===== src/common/codec_pkg.sv =====
package codec_pkg;

	////////////////////////////////////////////////////////////////////////////////////////////
	// register map (byte addresses on the apb word bus)
	localparam int unsigned APB_AW        = 12;
	localparam logic [11:0] CTRL_OFF      = 12'h000;
	localparam logic [11:0] STATUS_OFF    = 12'h004;
	localparam int unsigned CTRL_CODE_BIT = 0;
	localparam int unsigned CTRL_LOOP_BIT = 1;
	localparam logic [1:0]  CTRL_RESET    = 2'h1;
	localparam int unsigned STAT_ALARM    = 0;
	localparam int unsigned STAT_ERROR    = 1;
	localparam int unsigned STAT_LOOP     = 2;
	localparam int unsigned STAT_CODE     = 3;

	////////////////////////////////////////////////////////////////////////////////////////////
	// pipeline depths and thresholds
	localparam int unsigned ENC_DEPTH      = 4;
	localparam int unsigned DEC_DEPTH      = 3;
	localparam logic [1:0]  ZERO_LIMIT     = 2'h3;
	localparam logic [1:0]  SAME_POL_LIMIT = 2'h3;

	////////////////////////////////////////////////////////////////////////////////////////////
	// bit positions inside the synchroniser bundle
	localparam int unsigned SYNC_W       = 6;
	localparam int unsigned SX_ENC_CLK   = 0;
	localparam int unsigned SX_NRZ       = 1;
	localparam int unsigned SX_DEC_CLK   = 2;
	localparam int unsigned SX_POS       = 3;
	localparam int unsigned SX_NEG       = 4;
	localparam int unsigned SX_ALARM_RST = 5;

	// encoder symbol classes: fill is the balancing mark ahead of a violation
	typedef enum logic [1:0] {
		SYM_SPACE,
		SYM_MARK,
		SYM_FILL,
		SYM_VIOL
	} sym_t;

endpackage : codec_pkg


===== src/core/pin_sync.sv =====
`timescale 1ns/1ps
module pin_sync #(
	parameter int unsigned W = 1
) (
	// clock and reset
	input  wire logic         mclk,
	input  wire logic         rstn,
	// raw pins
	input  wire logic [W-1:0] pin,
	// synchronised level and edges
	output logic      [W-1:0] lvl,
	output logic      [W-1:0] rise,
	output logic      [W-1:0] fall
);
	logic [W-1:0] meta_q;
	logic [W-1:0] lvl_q;
	logic [W-1:0] prev_q;

	// meta_q feeds lvl_q alone; edges come from the settled stages
	always_ff @(posedge mclk or negedge rstn) begin
		if (!rstn) begin
			meta_q <= '0;
			lvl_q  <= '0;
			prev_q <= '0;
		end else begin
			meta_q <= pin;
			lvl_q  <= meta_q;
			prev_q <= lvl_q;
		end
	end

	assign lvl  = lvl_q;
	assign rise = lvl_q & ~prev_q;
	assign fall = ~lvl_q & prev_q;

endmodule : pin_sync


===== src/core/line_codec.sv =====
`timescale 1ns/1ps
// Overview of operation
// - in hdb3 mode, three same-polarity marks raise violation error
// - regenerated clock ORs line inputs or outputs
// - positive/negative inputs are marks; swap-tolerant
// - sample line inputs on decoder clock rise
// - encoder and decoder run on independent clocks
// - loopback routes encoder outputs to decoder
// - loopback nrz in to out: 7.5 periods
// - line pulses launch on encoder clock rise
// - pulse lasts the encoder clock high phase
// - encoder symbol appears on the line 4.5 periods after input capture
// - decoder bit appears three periods after sample
// - line has positive, negative and space states
// - ones become alternating marks, except violations
// - first zero space only when balance allows
// - second and third zeros always spaces
// - fourth zero is a same-polarity violation mark
// - code select high hdb3, low ami
// - capture nrz input on encoder clock fall
// - alarm after two periods under three zeros
// - alarm reset low clears counter, may clear alarm
module line_codec
	import codec_pkg::*;
(
	// system clock and reset
	input  wire logic                     mclk,
	input  wire logic                     rstn,
	// apb register port
	input  wire logic                     psel,
	input  wire logic                     penable,
	input  wire logic                     pwrite,
	input  wire logic [codec_pkg::APB_AW-1:0] paddr,
	input  wire logic [31:0]              pwdata,
	output logic      [31:0]              prdata,
	output logic                          pready,
	output logic                          pslverr,
	// encoder side
	input  wire logic                     enc_clk,
	input  wire logic                     nrz_in,
	output logic                          line_pos_out,
	output logic                          line_neg_out,
	// decoder side
	input  wire logic                     dec_clk,
	input  wire logic                     line_pos_in,
	input  wire logic                     line_neg_in,
	output logic                          nrz_out,
	output logic                          regen_clk,
	output logic                          violation_error,
	// all-ones monitor
	input  wire logic                     alarm_count_reset,
	output logic                          all_ones_alarm
);
	import codec_pkg::*;

	logic [SYNC_W-1:0]    s_lvl;
	logic [SYNC_W-1:0]    s_rise;
	logic [SYNC_W-1:0]    s_fall;
	logic [1:0]           ctrl_q;
	logic                 code_select;
	logic                 loop_enable;
	sym_t [ENC_DEPTH-1:0] enc_st_q;
	sym_t [ENC_DEPTH-1:0] enc_st_d;
	sym_t                 enc_new;
	sym_t                 enc_out;
	logic                 enc_run;
	logic                 par_q;
	logic                 par_d;
	logic                 enc_pol_q;
	logic                 out_pol;
	logic                 sym_pos_q;
	logic                 sym_neg_q;
	logic                 line_pos_q;
	logic                 line_neg_q;
	logic                 dec_a;
	logic                 dec_b;
	logic                 dec_mark;
	logic                 dec_same;
	logic                 dec_viol;
	logic [1:0]           run_q;
	logic [1:0]           run_d;
	logic                 dec_pol_q;
	logic                 dec_seen_q;
	logic [DEC_DEPTH-1:0] dec_bits_q;
	logic                 nrz_q;
	logic                 err_q;
	logic                 regen_q;
	logic [1:0]           zero_cnt_q;
	logic                 low_prev_q;
	logic                 alarm_q;
	logic                 enc_rise;
	logic                 enc_fall;
	logic                 dec_rise;
	logic                 arst_lvl;
	logic                 apb_wr;
	logic                 apb_hit;

	////////////////////////////////////////////////////////////////////////////////////////////
	// pin synchronisers: both link clocks are sampled, never used as clocks

	pin_sync #(
		.W (SYNC_W)
	) u_sync (
		.mclk (mclk),
		.rstn (rstn),
		.pin  ({alarm_count_reset, line_neg_in, line_pos_in, dec_clk, nrz_in, enc_clk}),
		.lvl  (s_lvl),
		.rise (s_rise),
		.fall (s_fall)
	);

	// nrz and clock share the synchroniser depth, so setup before the edge still holds
	assign enc_rise = s_rise[SX_ENC_CLK];
	assign enc_fall = s_fall[SX_ENC_CLK];
	assign dec_rise = s_rise[SX_DEC_CLK];
	assign arst_lvl = s_lvl[SX_ALARM_RST];

	////////////////////////////////////////////////////////////////////////////////////////////
	// apb slave: zero wait states, unmapped addresses answer with an error

	assign code_select = ctrl_q[CTRL_CODE_BIT];
	assign loop_enable = ctrl_q[CTRL_LOOP_BIT];
	assign pready      = 1'b1;
	assign apb_wr      = psel && penable && pwrite;

	always_comb begin
		apb_hit = 1'b1;
		prdata  = '0;
		if (paddr == CTRL_OFF) begin
			prdata[1:0] = ctrl_q;
		end else if (paddr == STATUS_OFF) begin
			prdata[STAT_ALARM] = alarm_q;
			prdata[STAT_ERROR] = err_q;
			prdata[STAT_LOOP]  = loop_enable;
			prdata[STAT_CODE]  = code_select;
		end else begin
			apb_hit = 1'b0;
		end
	end

	assign pslverr = psel && penable && !apb_hit;

	always_ff @(posedge mclk or negedge rstn) begin
		if (!rstn) begin
			ctrl_q <= CTRL_RESET;
		end else if (apb_wr && paddr == CTRL_OFF) begin
			ctrl_q <= pwdata[1:0];
		end
	end

	////////////////////////////////////////////////////////////////////////////////////////////
	// encoder: four-symbol lookahead so a zero run can rewrite its first slot

	always_comb begin
		enc_new  = nrz_in_sym(s_lvl[SX_NRZ]);
		enc_out  = enc_st_q[ENC_DEPTH-1];
		enc_run  = code_select && (enc_new == SYM_SPACE);
		for (int i = 0; i < ENC_DEPTH - 1; i++) begin
			if (enc_st_q[i] != SYM_SPACE) begin
				enc_run = 1'b0;
			end
		end
		// mark parity since the last violation, counting the symbol now leaving
		if (enc_out == SYM_VIOL) begin
			par_d = 1'b0;
		end else if (enc_out != SYM_SPACE) begin
			par_d = ~par_q;
		end else begin
			par_d = par_q;
		end
		enc_st_d = {enc_st_q[ENC_DEPTH-2:0], enc_new};
		if (enc_run) begin
			enc_st_d[0] = SYM_VIOL;
			// even count since last violation: balance with a fill mark
			enc_st_d[ENC_DEPTH-1] = par_d ? SYM_SPACE : SYM_FILL;
		end
		// violations repeat the last polarity, everything else alternates
		out_pol = (enc_out == SYM_VIOL) ? enc_pol_q : ~enc_pol_q;
	end

	function automatic sym_t nrz_in_sym(input logic bit_in);
		sym_t s;
		s = bit_in ? SYM_MARK : SYM_SPACE;
		return s;
	endfunction : nrz_in_sym

	always_ff @(posedge mclk or negedge rstn) begin
		if (!rstn) begin
			enc_st_q  <= {ENC_DEPTH{SYM_SPACE}};
			par_q     <= 1'b0;
			enc_pol_q <= 1'b0;
			sym_pos_q <= 1'b0;
			sym_neg_q <= 1'b0;
		end else if (enc_fall) begin
			enc_st_q  <= enc_st_d;
			par_q     <= par_d;
			sym_pos_q <= (enc_out != SYM_SPACE) && out_pol;
			sym_neg_q <= (enc_out != SYM_SPACE) && !out_pol;
			if (enc_out != SYM_SPACE) begin
				enc_pol_q <= out_pol;
			end
		end
	end

	// return-to-zero: pulse opens on the rise and closes on the next fall
	always_ff @(posedge mclk or negedge rstn) begin
		if (!rstn) begin
			line_pos_q <= 1'b0;
			line_neg_q <= 1'b0;
		end else if (enc_rise) begin
			line_pos_q <= sym_pos_q;
			line_neg_q <= sym_neg_q;
		end else if (enc_fall) begin
			line_pos_q <= 1'b0;
			line_neg_q <= 1'b0;
		end
	end

	assign line_pos_out = line_pos_q;
	assign line_neg_out = line_neg_q;

	////////////////////////////////////////////////////////////////////////////////////////////
	// decoder: always paced by the decoder clock, loopback only swaps the data source

	// a pulse launched on this very edge must be seen, or a shared clock never catches it
	assign dec_a    = loop_enable ? (enc_rise ? sym_pos_q : line_pos_q) : s_lvl[SX_POS];
	assign dec_b    = loop_enable ? (enc_rise ? sym_neg_q : line_neg_q) : s_lvl[SX_NEG];
	assign dec_mark = dec_a || dec_b;
	// polarity is only compared with the previous mark, so swapped inputs decode alike
	assign dec_same = dec_mark && dec_seen_q && (dec_a == dec_pol_q);
	assign dec_viol = code_select && dec_same;

	always_comb begin
		run_d = run_q;
		if (dec_mark) begin
			if (!dec_same) begin
				run_d = 2'h1;
			end else if (run_q != SAME_POL_LIMIT) begin
				run_d = run_q + 2'h1;
			end
		end
	end

	always_ff @(posedge mclk or negedge rstn) begin
		if (!rstn) begin
			dec_bits_q <= '0;
			nrz_q      <= 1'b0;
			dec_pol_q  <= 1'b0;
			dec_seen_q <= 1'b0;
			run_q      <= 2'h0;
			err_q      <= 1'b0;
		end else if (dec_rise) begin
			// a violation removes itself and the fill three slots back
			nrz_q      <= dec_viol ? 1'b0 : dec_bits_q[DEC_DEPTH-1];
			dec_bits_q <= dec_viol ? '0 : {dec_bits_q[DEC_DEPTH-2:0], dec_mark};
			run_q      <= run_d;
			err_q      <= code_select && dec_mark && (run_d == SAME_POL_LIMIT);
			if (dec_mark) begin
				dec_pol_q  <= dec_a;
				dec_seen_q <= 1'b1;
			end
		end
	end

	// regenerated clock follows the line marks with one register of delay
	always_ff @(posedge mclk or negedge rstn) begin
		if (!rstn) begin
			regen_q <= 1'b0;
		end else begin
			regen_q <= loop_enable ? (line_pos_q || line_neg_q)
			                       : (s_lvl[SX_POS] || s_lvl[SX_NEG]);
		end
	end

	assign nrz_out         = nrz_q;
	assign regen_clk       = regen_q;
	assign violation_error = err_q;

	////////////////////////////////////////////////////////////////////////////////////////////
	// all-ones monitor: counts decoded zeros, saturating at the threshold

	always_ff @(posedge mclk or negedge rstn) begin
		if (!rstn) begin
			zero_cnt_q <= 2'h0;
		end else if (!arst_lvl) begin
			zero_cnt_q <= 2'h0;
		end else if (dec_rise && !nrz_q && zero_cnt_q != ZERO_LIMIT) begin
			zero_cnt_q <= zero_cnt_q + 2'h1;
		end
	end

	// verdict taken on the falling edge of the reset strobe, before the clear lands
	always_ff @(posedge mclk or negedge rstn) begin
		if (!rstn) begin
			low_prev_q <= 1'b0;
			alarm_q    <= 1'b0;
		end else if (s_fall[SX_ALARM_RST]) begin
			low_prev_q <= (zero_cnt_q != ZERO_LIMIT);
			if (zero_cnt_q == ZERO_LIMIT) begin
				alarm_q <= 1'b0;
			end else if (low_prev_q) begin
				alarm_q <= 1'b1;
			end
		end
	end

	assign all_ones_alarm = alarm_q;
endmodule : line_codec


===== config.mk =====
export PLATFORM = sky130hd
export DESIGN_NAME = line_codec
export DESIGN_NICKNAME = d
export VERILOG_FILES = /design/src/common/codec_pkg.sv /design/src/core/pin_sync.sv /design/src/core/line_codec.sv
export SDC_FILE = /design/constraint.sdc
export NUM_CORES = 1
export LEC_CHECK = 0
export ABC_AREA = 1
export BUFFER_PORTS_ARGS = -buffer_cell sky130_fd_sc_hd__buf_2
export CAP_MARGIN = 20
export CORE_ASPECT_RATIO = 0.75
export CORE_MARGIN = 2
export CORE_UTILIZATION = 42
export DETAILED_ROUTE_END_ITERATION = 10
export GPL_TIMING_DRIVEN = 0
export PLACE_DENSITY = 0.84
export SYNTH_ARGS = -nofsm -noshare
export SYNTH_HDL_FRONTEND = slang
export SYNTH_SLANG_ARGS = --single-unit
export TNS_END_PERCENT = 50

===== constraint.sdc =====
create_clock -name mclk -period 1.4 [get_ports mclk]
set_input_delay 0.21 -clock mclk [delete_from_list [all_inputs] [get_ports mclk]]
set_output_delay 0.21 -clock mclk [all_outputs]
set_load 0.03 [all_outputs]

==> run summary, run 1 <==
## Yosys
- sequential share of the synthesized area: 0.533
- Syn Area/Cell: 9.19 um^2
- post-synth cell types: 32
- flip-flop and latch count after synthesis: 45
- Synth warnings: 0
- cell area after synthesis: 2110 um^2
- number of instances in the synthesized netlist: 230

## Die
- floorplan die height: 65.5 um
- standard-cell row count: 22
- Boundary Pins: 95
- Horiz. Die Dim: 85.9 um
- Starting Density: 0.434
- placeable core area: 4870 um^2
- area of the die: 5620 um^2

## Setup path
- worst r2r dst: dec_bits_q[1]
- critical path capture point type: flip-flop
- type of the worst setup path: reg -> reg
- buffers and inverters on the worst path: 1
- cell type of the slowest stage on the worst timing path: sky130_fd_sc_hd__dfrtp_2
- cell with the most instances on the worst path: sky130_fd_sc_hd__nand2_4
- CP Launch Type: flip-flop
- cells along the critical path: ha_4 -> inv_2 -> nand2_2 -> nand3_4 -> nand2_4 -> nand2_4 -> nand2_4 -> nor2_4 -> nand2_4 -> nand3_2 -> nand2_1
- FF-to-FF setup slack: -0.15 ns
- cell depth of the worst setup path: 11
- Max FO, Critical Path: 5
- biggest cell delay along the critical path: 0.45 ns
- Required @ worst endpoint: 1.59 ns
- category of cells accounting for the largest share of critical-path delay: simple AND/OR/NAND/NOR gates
- worst flop-to-flop path startpoint: u_sync.lvl[0]
- reg2reg path depth: 11
- CP Data Arrival Time: 1.73 ns

## Global routing
- GRT met3 Usage: 0.0339
- GR Overflow Total: 0
- maximum number of pins on one net before global-route repair: 46
- All-Layer GR Usage: 0.148
- met1 capacity usage during global routing: 0.187
- number of global-route vias before repair: 1440
- number of antenna violations at the first check in global routing: 0
- met2 track demand over resource: 0.244
- layer carrying the most global-route usage: met2
- wire length of the first global-routing pass: 6.45 mm

## Drt
- Post-Route WL: 4.24 mm
- post-DR wirelength/cell: 11.5 um
- first-iteration detailed-routing DRC count: 125
- Via Count: 1671
- post-route antenna net violation count: 0
- vias per std cell: 4.54
- count of unresolved DRC violations after routing: 0
- drt pass-1 iters: 4

## Timing
- setup violation total in the final timing report: 11
- Setup Skew: 0.00637 ns
- final count of hold timing violations: 0
- achievable frequency: 0.646 GHz
- slack of the critical path: -0.147 ns
- headroom to the max-slew limit: 0.366
- actual slew at the worst max-slew pin: 0.951 ns
- shortest period the worst path allows: 1.55 ns
- Final Cycle Share: 1.10
- Slew Limit Fails: 0
- RSZ-0062 raised after global routing: true

## Hold path
- Hold EP: u_sync.meta_q[2]
- Hold Crit Class: in -> reg
- startpoint of the lowest-slack hold path: dec_clk
- Cells on Worst Hold Path: 1

## Cells and area
- post-synthesis to final-layout area growth: 33.1%
- end-of-flow core utilization: 0.578
- post-layout instance area: 2810 um^2
- sequential cell area: 1130 um^2
- area taken by multi-input logic gates: 908 um^2
- Ant. Diodes: 0
- number of nets in the layout: 365
- most common library cell in the layout ignoring fill and taps: sky130_fd_sc_hd__dfrtp_1
- leading cell types in the layout, fill and taps excluded: sky130_fd_sc_hd__dfrtp_1, sky130_fd_sc_hd__nand2_1, sky130_fd_sc_hd__buf_4
- share of layout cells above drive strength 1: 0.390
- layout filler cell count: 410

## Job
- Max-Cap Viols: 0

## Clocking
- clock tree from TritonCTS: yes
- clock input transition at the sequential cells of the worst setup and hold paths: 0.08 ns
- maximum buffer depth of the clock tree: 2
- hold buffers post-CTS: 0
- root buf cell: sky130_fd_sc_hd__clkbuf_8
- latest clock arrival within the worst-skew pair: 0.30 ns
- number of H-tree branching levels: 2
- clock sinks: 45
- number of buffers created by CTS: 5

## Place
- post-place setup slack: -0.211 ns
- estimated wirelength of the detail-placed design: 2.87 mm
- cell area after placement: 2470 um^2
- count of port buffers added during placement: 35
- routability cong.: 0.777

## Status
- status: finished, violations left
- violations in the final reports: setup timing

## Power
- sum of internal, switching and leakage power: 3.58 mW
- maximum ir drop on the vdd rail: 1.05 mV
- PD cells: 1270 nW/um^2
- leakage power figure: 1.48 nW

==> cells in the mapped netlist (all sizes together) <==
| master | instances | area share |
|---|---|---|
| nand2 | 52 | 0.11 |
| dfrtp | 44 | 0.52 |
| buf | 29 | 0.10 |
| inv | 25 | 0.044 |
| nor2 | 23 | 0.050 |
| o21ai | 20 | 0.049 |
| nand3 | 13 | 0.036 |
| ha | 3 | 0.018 |
| a21oi | 2 | 0.0047 |
| a22o | 2 | 0.0083 |
| conb | 2 | 0.0036 |
| o22ai | 2 | 0.0059 |
| or2 | 2 | 0.0071 |
| a22oi | 1 | 0.0036 |
| clkbuf | 1 | 0.0018 |
| clkinv | 1 | 0.0018 |
| dfstp | 1 | 0.012 |
| nand3b | 1 | 0.0036 |
| nor3 | 1 | 0.0024 |
| nor4 | 1 | 0.0030 |
| o211ai | 1 | 0.0036 |
| o32a | 1 | 0.0053 |
| or3 | 1 | 0.0030 |
| xor2 | 1 | 0.0041 |
==> how the worst max path moves through the flow <==
stage               slack [ns]          start             to
floorplan                -0.10       paddr[1]      prdata[0]
global placement         -0.11  u_sync.lvl[0]        nrz_out
detailed placement       -0.21  u_sync.lvl[0]        nrz_out
CTS                      -0.14  u_sync.lvl[0]  dec_bits_q[2]
global route             -0.24  u_sync.lvl[0]  dec_bits_q[1]
finish                   -0.15  u_sync.lvl[0]  dec_bits_q[1]
==> layout make-up <==
cell class / instances / share of cell area
clock buffer: 7 / 0.0307
sequential: 45 / 0.402
buffer: 30 / 0.0787
timing repair buffer: 43 / 0.0934
tap: 60 / 0.0267
multi-input combinational: 156 / 0.323
clock inverter: 1 / 0.0107
inverter: 26 / 0.0356
==> state kept, by name, summed over array words and instances, names as in the netlist, 2 cells and up <==
| name | count |
|---|---|
| enc_st_d | 4 |
| enc_st_q | 2 |
| dec_bits_q | 3 |
| u_sync.prev_q | 3 |
| enc_out | 2 |
| ctrl_q | 2 |
| u_sync.meta_q | 6 |
| run_q | 2 |
| zero_cnt_q | 2 |
| u_sync.lvl | 6 |
==> power by group <==
part	total [mW]	internal [mW]	switching, mW
Sequential	1.65	1.51	0.145
Combinational	0.919	0.354	0.565
Clock	1.01	0.582	0.427
Total	3.58	2.44	1.14
==> cells by family (layout without fill, tap and decap cells) <==
| logic type | Yosys count | in the layout | synth area share |
|---|---|---|---|
| AO/OA/AOI/OAI | 29 | 29 | 0.0805 |
| XOR/XNOR | 1 | 1 | 0.00414 |
| adder cells (fa/ha/maj) | 3 | 3 | 0.0178 |
| buffers and inverters | 56 | 107 | 0.151 |
| flip-flops | 45 | 45 | 0.533 |
| other | 2 | 29 | 0.00355 |
| AND/OR/NAND/NOR | 94 | 94 | 0.210 |
==> stage by stage <==
step                TNS (ns)  cells  hold slack (ns)
finish                -0.983    368           0.0136
global route           -2.18    368          0.00172
CTS                   -0.870    363          0.00914
detailed placement     -1.63    352            0.320
global placement      -0.720    352            0.318
floorplan             -0.277    257          -0.0856
==> routing by layer <==
layer | vias to the layer above | wire length [um]
met5 | - | 0
met4 | 0 | 82
met3 | 11 | 262
met2 | 61 | 2110
met1 | 776 | 1790
li1 | 823 | -
==> timing repair <==
item / 4_1_cts / 5_1_grt
gates resized for setup: 20 / 26
setup endpoints to repair: 17 / 22
buffers inserted: 3 / 5
pin swaps: 6 / 9
Power figures use the tool's default switching activity.
==> run 2: changes to the inputs <==
BUFFER_PORTS_ARGS = default   (was -buffer_cell sky130_fd_sc_hd__buf_2)
CORE_UTILIZATION = 45   (was 42)
DONT_BUFFER_PORTS = 1   (was default)
PLACE_DENSITY = 0.71   (was 0.84)
==> run 2 against run 1 <==
  * The flow still finishes with violations (setup timing)
  * Core utilization grew 1.4 points
  * Flip-flop and latch count is the same
  * Via count shrank 12%
  * Hold slack gained 0.024 ns
  * Setup slack gained 0.087 ns
  * Critical path type unchanged
==> run summary, run 2 (synthesis results as in run 1) <==
## Status
- status: finished, violations left
- violations in the final reports: setup timing

## Global routing
- GR Overflow Total: 0
- wire length of the first global-routing pass: 6.25 mm
- maximum number of pins on one net before global-route repair: 46
- met2 track demand over resource: 0.232
- number of antenna violations at the first check in global routing: 0
- met1 capacity usage during global routing: 0.192
- layer carrying the most global-route usage: met2
- GRT met3 Usage: 0.0511
- All-Layer GR Usage: 0.150
- number of global-route vias before repair: 1453

## Timing
- achievable frequency: 0.685 GHz
- Setup Skew: 0.00645 ns
- shortest period the worst path allows: 1.46 ns
- final total negative setup slack: -0.247 ns
- setup violation total in the final timing report: 6
- final count of hold timing violations: 0
- actual slew at the worst max-slew pin: 0.635 ns
- headroom to the max-slew limit: 0.578
- slack of the critical path: -0.0599 ns
- RSZ-0062 raised after global routing: true
- Slew Limit Fails: 0
- Final Cycle Share: 1.04

## Place
- count of port buffers added during placement: 0
- estimated wirelength of the detail-placed design: 2.53 mm
- cell area after placement: 2290 um^2
- routability cong.: 0.761

## Drt
- post-DR wirelength/cell: 10.5 um
- post-route antenna net violation count: 0
- count of unresolved DRC violations after routing: 0
- vias per std cell: 4.42
- first-iteration detailed-routing DRC count: 56
- Via Count: 1476
- drt pass-1 iters: 4
- Post-Route WL: 3.51 mm

## Die
- Boundary Pins: 95
- placeable core area: 4490 um^2
- floorplan die height: 63.4 um
- Horiz. Die Dim: 83.2 um
- area of the die: 5270 um^2
- standard-cell row count: 21
- Starting Density: 0.471

## Cells and area
- most common library cell in the layout ignoring fill and taps: sky130_fd_sc_hd__dfrtp_1
- end-of-flow core utilization: 0.592
- Ant. Diodes: 0
- post-synthesis to final-layout area growth: 25.7%
- number of nets in the layout: 335
- share of layout cells above drive strength 1: 0.314
- post-layout instance area: 2660 um^2
- leading cell types in the layout, fill and taps excluded: sky130_fd_sc_hd__dfrtp_1, sky130_fd_sc_hd__nand2_1, sky130_fd_sc_hd__buf_4

## Setup path
- worst r2r dst: run_q[1]
- CP Launch Type: flip-flop
- Required @ worst endpoint: 1.59 ns
- reg2reg path depth: 9
- FF-to-FF setup slack: -0.06 ns
- type of the worst setup path: reg -> reg
- worst flop-to-flop path startpoint: u_sync.lvl[0]
- critical path capture point type: flip-flop
- Max FO, Critical Path: 5
- CP Data Arrival Time: 1.65 ns

## Power
- maximum ir drop on the vdd rail: 0.551 mV
- PD cells: 1220 nW/um^2
- leakage power figure: 1.33 nW

## Clocking
- root buf cell: sky130_fd_sc_hd__clkbuf_8
- number of buffers created by CTS: 5
- latest clock arrival within the worst-skew pair: 0.30 ns
- clock input transition at the sequential cells of the worst setup and hold paths: 0.08 ns
- number of H-tree branching levels: 2
- clock tree from TritonCTS: yes
- maximum buffer depth of the clock tree: 2
- clock sinks: 45

## Hold path
- Hold Crit Class: in -> reg
- Cells on Worst Hold Path: 2
- startpoint of the lowest-slack hold path: pwdata[0]
- Hold EP: ctrl_q[0]

## Job
- Max-Cap Viols: 0

run 2: cell count changes in the layout (fill, tap and decap cells not counted), sizes merged:
cell	change
buf	-37
dlygate4sd3	+7
clkinvlp	+1
bufinv	-1
clkbuf	-2
clkinv	+1
run 2: final cells by class:
| class | count | area (um^2) |
|---|---|---|
| clock inverter | 2 | 16.3 |
| inverter | 26 | 100 |
| buffer | 30 | 223 |
| multi-input combinational | 156 | 913 |
| fill | 378 | 1830 |
| sequential | 45 | 1130 |
| timing repair buffer | 13 | 135 |
| clock buffer | 5 | 68.8 |
| tap | 57 | 71.3 |
run 2: critical path: stages (launching register included):
cell and delay, ns:
sky130_fd_sc_hd__dfrtp_1 0.42, sky130_fd_sc_hd__ha_4 0.19, sky130_fd_sc_hd__inv_2 0.05, sky130_fd_sc_hd__nand2_2 0.05, sky130_fd_sc_hd__nand3_4 0.08, sky130_fd_sc_hd__nand2_4 0.08, sky130_fd_sc_hd__nand2_4 0.09, sky130_fd_sc_hd__buf_4 0.12
sky130_fd_sc_hd__nand2_4 0.04, sky130_fd_sc_hd__a22o_1 0.21
run 2: per-stage QoR:
step	hold WS [ns]	total power, mW	worst slack (ns)	std cells
final	0.0372	3.25	-0.0599	334
after global routing	0.0494	3.48	-0.172	334
after CTS	0.0263	3.24	-0.0558	333
after detailed placement	-0.0849	2.37	-0.186	314
after global placement	-0.0849	2.34	-0.170	314
after floorplan	-0.0856	2.26	-0.104	257
run 2: report_power, final:
| part | switching [mW] | internal (mW) | total (mW) |
|---|---|---|---|
| Combinational | 0.478 | 0.321 | 0.799 |
| Sequential | 0.186 | 1.51 | 1.69 |
| Clock | 0.418 | 0.344 | 0.762 |
| Total | 1.08 | 2.17 | 3.25 |
run 2: worst max-delay path by stage:
stage | from | slack (ns) | end | cells past startpoint
2_1_floorplan | paddr[1] | -0.10 | prdata[0] | 4
3_3_place_gp | paddr[1] | -0.17 | prdata[0] | 4
3_5_place_dp | paddr[1] | -0.19 | prdata[1] | 4
4_1_cts | u_sync.lvl[0] | -0.06 | dec_bits_q[1] | 11
5_1_grt | u_sync.lvl[0] | -0.17 | dec_bits_q[1] | 11
6_report | u_sync.lvl[0] | -0.06 | run_q[1] | 9
run 2: timing repair:
| action | in CTS | in global routing |
|---|---|---|
| setup endpoints to repair | 13 | 19 |
| pin swaps | 3 | 3 |
| hold buffers | 8 | 0 |
| resized for setup | 25 | 16 |
| hold endpoints to repair | 51 | 0 |
| setup buffers | 4 | 1 |
run 2: metal layers:
metal,up-vias,part of all wire
met1,650,0.48
met2,55,0.42
met4,0,0.019
met5,-,0
met3,7,0.083
li1,764,-
==> run 3: changes to the inputs <==
CAP_MARGIN = 40   (was 20)
CORE_UTILIZATION = 56   (was 45)
HOLD_SLACK_MARGIN = 0.06   (was default)
PLACE_DENSITY = 0.83   (was 0.71)
==> run 3 against run 2 <==
  * The flow still finishes with violations (setup timing)
  * Largest cell class unchanged
  * Combinational power rose by 9.1%
  * Count of clock-buffer cells in the layout rose by 2
  * Flip-flop and latch count did not move
  * Maximum frequency fell by 5.6%
  * Global-route usage rose by 5.7 points
  * Non-clock buffer count rose by 4
  * Design area rose by 2.9%
==> run summary, run 3 (synthesis results as in run 1) <==
## Die
- Starting Density: 0.581
- placeable core area: 3640 um^2
- floorplan die height: 57.2 um
- area of the die: 4290 um^2
- Horiz. Die Dim: 75.0 um
- Boundary Pins: 95
- standard-cell row count: 19

## Setup path
- type of the worst setup path: reg -> reg
- cells along the critical path: ha_4 -> nand2_2 -> nand3_4 -> nand2_4 -> nand2_2 -> nand2_4 -> nor2_4 -> buf_4 -> a22o_1
- cell type of the slowest stage on the worst timing path: sky130_fd_sc_hd__dfrtp_1
- CP Launch Type: flip-flop
- critical path capture point type: flip-flop
- category of cells accounting for the largest share of critical-path delay: simple AND/OR/NAND/NOR gates
- Required @ worst endpoint: 1.60 ns
- Max FO, Critical Path: 4
- FF-to-FF setup slack: -0.15 ns
- biggest cell delay along the critical path: 0.43 ns
- CP Data Arrival Time: 1.74 ns
- buffers and inverters on the worst path: 1

## Cells and area
- area taken by multi-input logic gates: 946 um^2
- Ant. Diodes: 0
- layout filler cell count: 230
- post-synthesis to final-layout area growth: 29.4%
- share of layout cells above drive strength 1: 0.323
- most common library cell in the layout ignoring fill and taps: sky130_fd_sc_hd__dfrtp_1
- number of nets in the layout: 339
- end-of-flow core utilization: 0.752
- leading cell types in the layout, fill and taps excluded: sky130_fd_sc_hd__dfrtp_1, sky130_fd_sc_hd__nand2_1, sky130_fd_sc_hd__buf_4
- sequential cell area: 1130 um^2

## Global routing
- number of antenna violations at the first check in global routing: 0
- GR Overflow Total: 0
- number of global-route vias before repair: 1415
- wire length of the first global-routing pass: 6.47 mm
- All-Layer GR Usage: 0.207
- maximum number of pins on one net before global-route repair: 46

## Timing
- Setup Skew: 0.00672 ns
- headroom to the max-slew limit: 0.570
- shortest period the worst path allows: 1.55 ns
- achievable frequency: 0.646 GHz
- final count of hold timing violations: 0
- setup violation total in the final timing report: 10
- worst hold-check slack: 0.184 ns
- slack of the critical path: -0.147 ns
- Slew Limit Fails: 0
- RSZ-0062 raised after global routing: true
- Final Cycle Share: 1.10
- actual slew at the worst max-slew pin: 0.647 ns

## Power
- maximum ir drop on the vdd rail: 1.04 mV
- Internal: 2.30 mW
- Seq pwr share: 0.495
- combinational group share of total power: 0.253
- Sw Share: 0.334
- PD cells: 1260 nW/um^2
- net switching power: 1.15 mW
- leakage power figure: 1.36 nW
- sum of internal, switching and leakage power: 3.45 mW
- part of the total power dissipated in the clock network: 0.252

## Drt
- post-DR wirelength/cell: 12.7 um
- drt pass-1 iters: 4
- count of unresolved DRC violations after routing: 0
- Post-Route WL: 4.26 mm
- vias per std cell: 4.69
- post-route antenna net violation count: 0
- Via Count: 1568
- first-iteration detailed-routing DRC count: 56

## Hold path
- Hold Crit Class: in -> reg

## Clocking
- clock input transition at the sequential cells of the worst setup and hold paths: 0.08 ns
- clock sinks: 45
- latest clock arrival within the worst-skew pair: 0.30 ns
- root buf cell: sky130_fd_sc_hd__clkbuf_8
- clock tree from TritonCTS: yes
- maximum buffer depth of the clock tree: 2
- number of H-tree branching levels: 2
- number of buffers created by CTS: 5

## Place
- count of port buffers added during placement: 0
- estimated wirelength of the detail-placed design: 2.66 mm
- routability cong.: 0.732
- post-place setup slack: -0.208 ns

## Job
- Max-Cap Viols: 0

## Status
- status: finished, violations left
- violations in the final reports: setup timing

==> run 3: final timing paths <==
kind,startpoint,to,depth (start not counted)
min in group asynchronous,rstn,enc_out[0],2
setup reg to reg,u_sync.lvl[0],run_q[1],9
hold reg to reg,u_sync.meta_q[1],u_sync.lvl[1],0
hold / removal,penable,ctrl_q[0],4
max in group asynchronous,rstn,ctrl_q[0],2
setup / recovery,u_sync.lvl[0],run_q[1],9
==> run 3: worst reg2reg max path, cell delays in order, from the launching register on <==
cell and delay [ns]:
sky130_fd_sc_hd__dfrtp_1 0.43, sky130_fd_sc_hd__ha_4 0.20, sky130_fd_sc_hd__nand2_2 0.10, sky130_fd_sc_hd__nand3_4 0.10, sky130_fd_sc_hd__nand2_4 0.11, sky130_fd_sc_hd__nand2_2 0.07, sky130_fd_sc_hd__nand2_4 0.08, sky130_fd_sc_hd__nor2_4 0.05
sky130_fd_sc_hd__buf_4 0.13, sky130_fd_sc_hd__a22o_1 0.17
==> run 3: per-stage QoR <==
stage	instances	TNS, ns	instance area, um^2
2_1_floorplan	257	-0.277	2220
3_3_place_gp	309	-1.24	2280
3_5_place_dp	309	-1.81	2280
4_1_cts	331	-0.984	2650
5_1_grt	334	-1.66	2740
6_report	334	-0.940	2740
==> run 3: routing by layer <==
layer / share of wire / vias up / wire length, um / track usage
met5: 0 / - / 0 / 0
met4: 0.017 / 0 / 71 / 0.107
met3: 0.075 / 10 / 319 / 0.0406
met2: 0.48 / 70 / 2050 / 0.308
met1: 0.43 / 716 / 1820 / 0.291
li1: - / 772 / - / -
==> run 3: layout make-up <==
class	count	area share
Inverter	26	0.0402
Tap cell	52	0.0238
Clock buffer	7	0.0352
Buffer	30	0.0814
Timing Repair Buffer	17	0.0594
Multi-Input combinational cell	156	0.346
Sequential cell	45	0.412
Clock inverter	1	0.00183
==> run 3: power by group through the flow <==
stage               registers [mW]  logic, mW  clock network, mW
global route                  1.73      0.973              0.932
CTS                           1.69      0.799              0.881
global placement              1.70      0.641                  0
finish                        1.71      0.872              0.868
detailed placement            1.71      0.672                  0
floorplan                     1.67      0.591                  0
==> run 3: timing repair <==
| action | in CTS | in global routing |
|---|---|---|
| endpoints found under the hold margin | 53 | 0 |
| hold buffers | 10 | 0 |
| endpoints found under the setup margin | 15 | 18 |
| gates resized for setup | 33 | 14 |
| pin swaps | 11 | 13 |
| setup buffers | 4 | 3 |
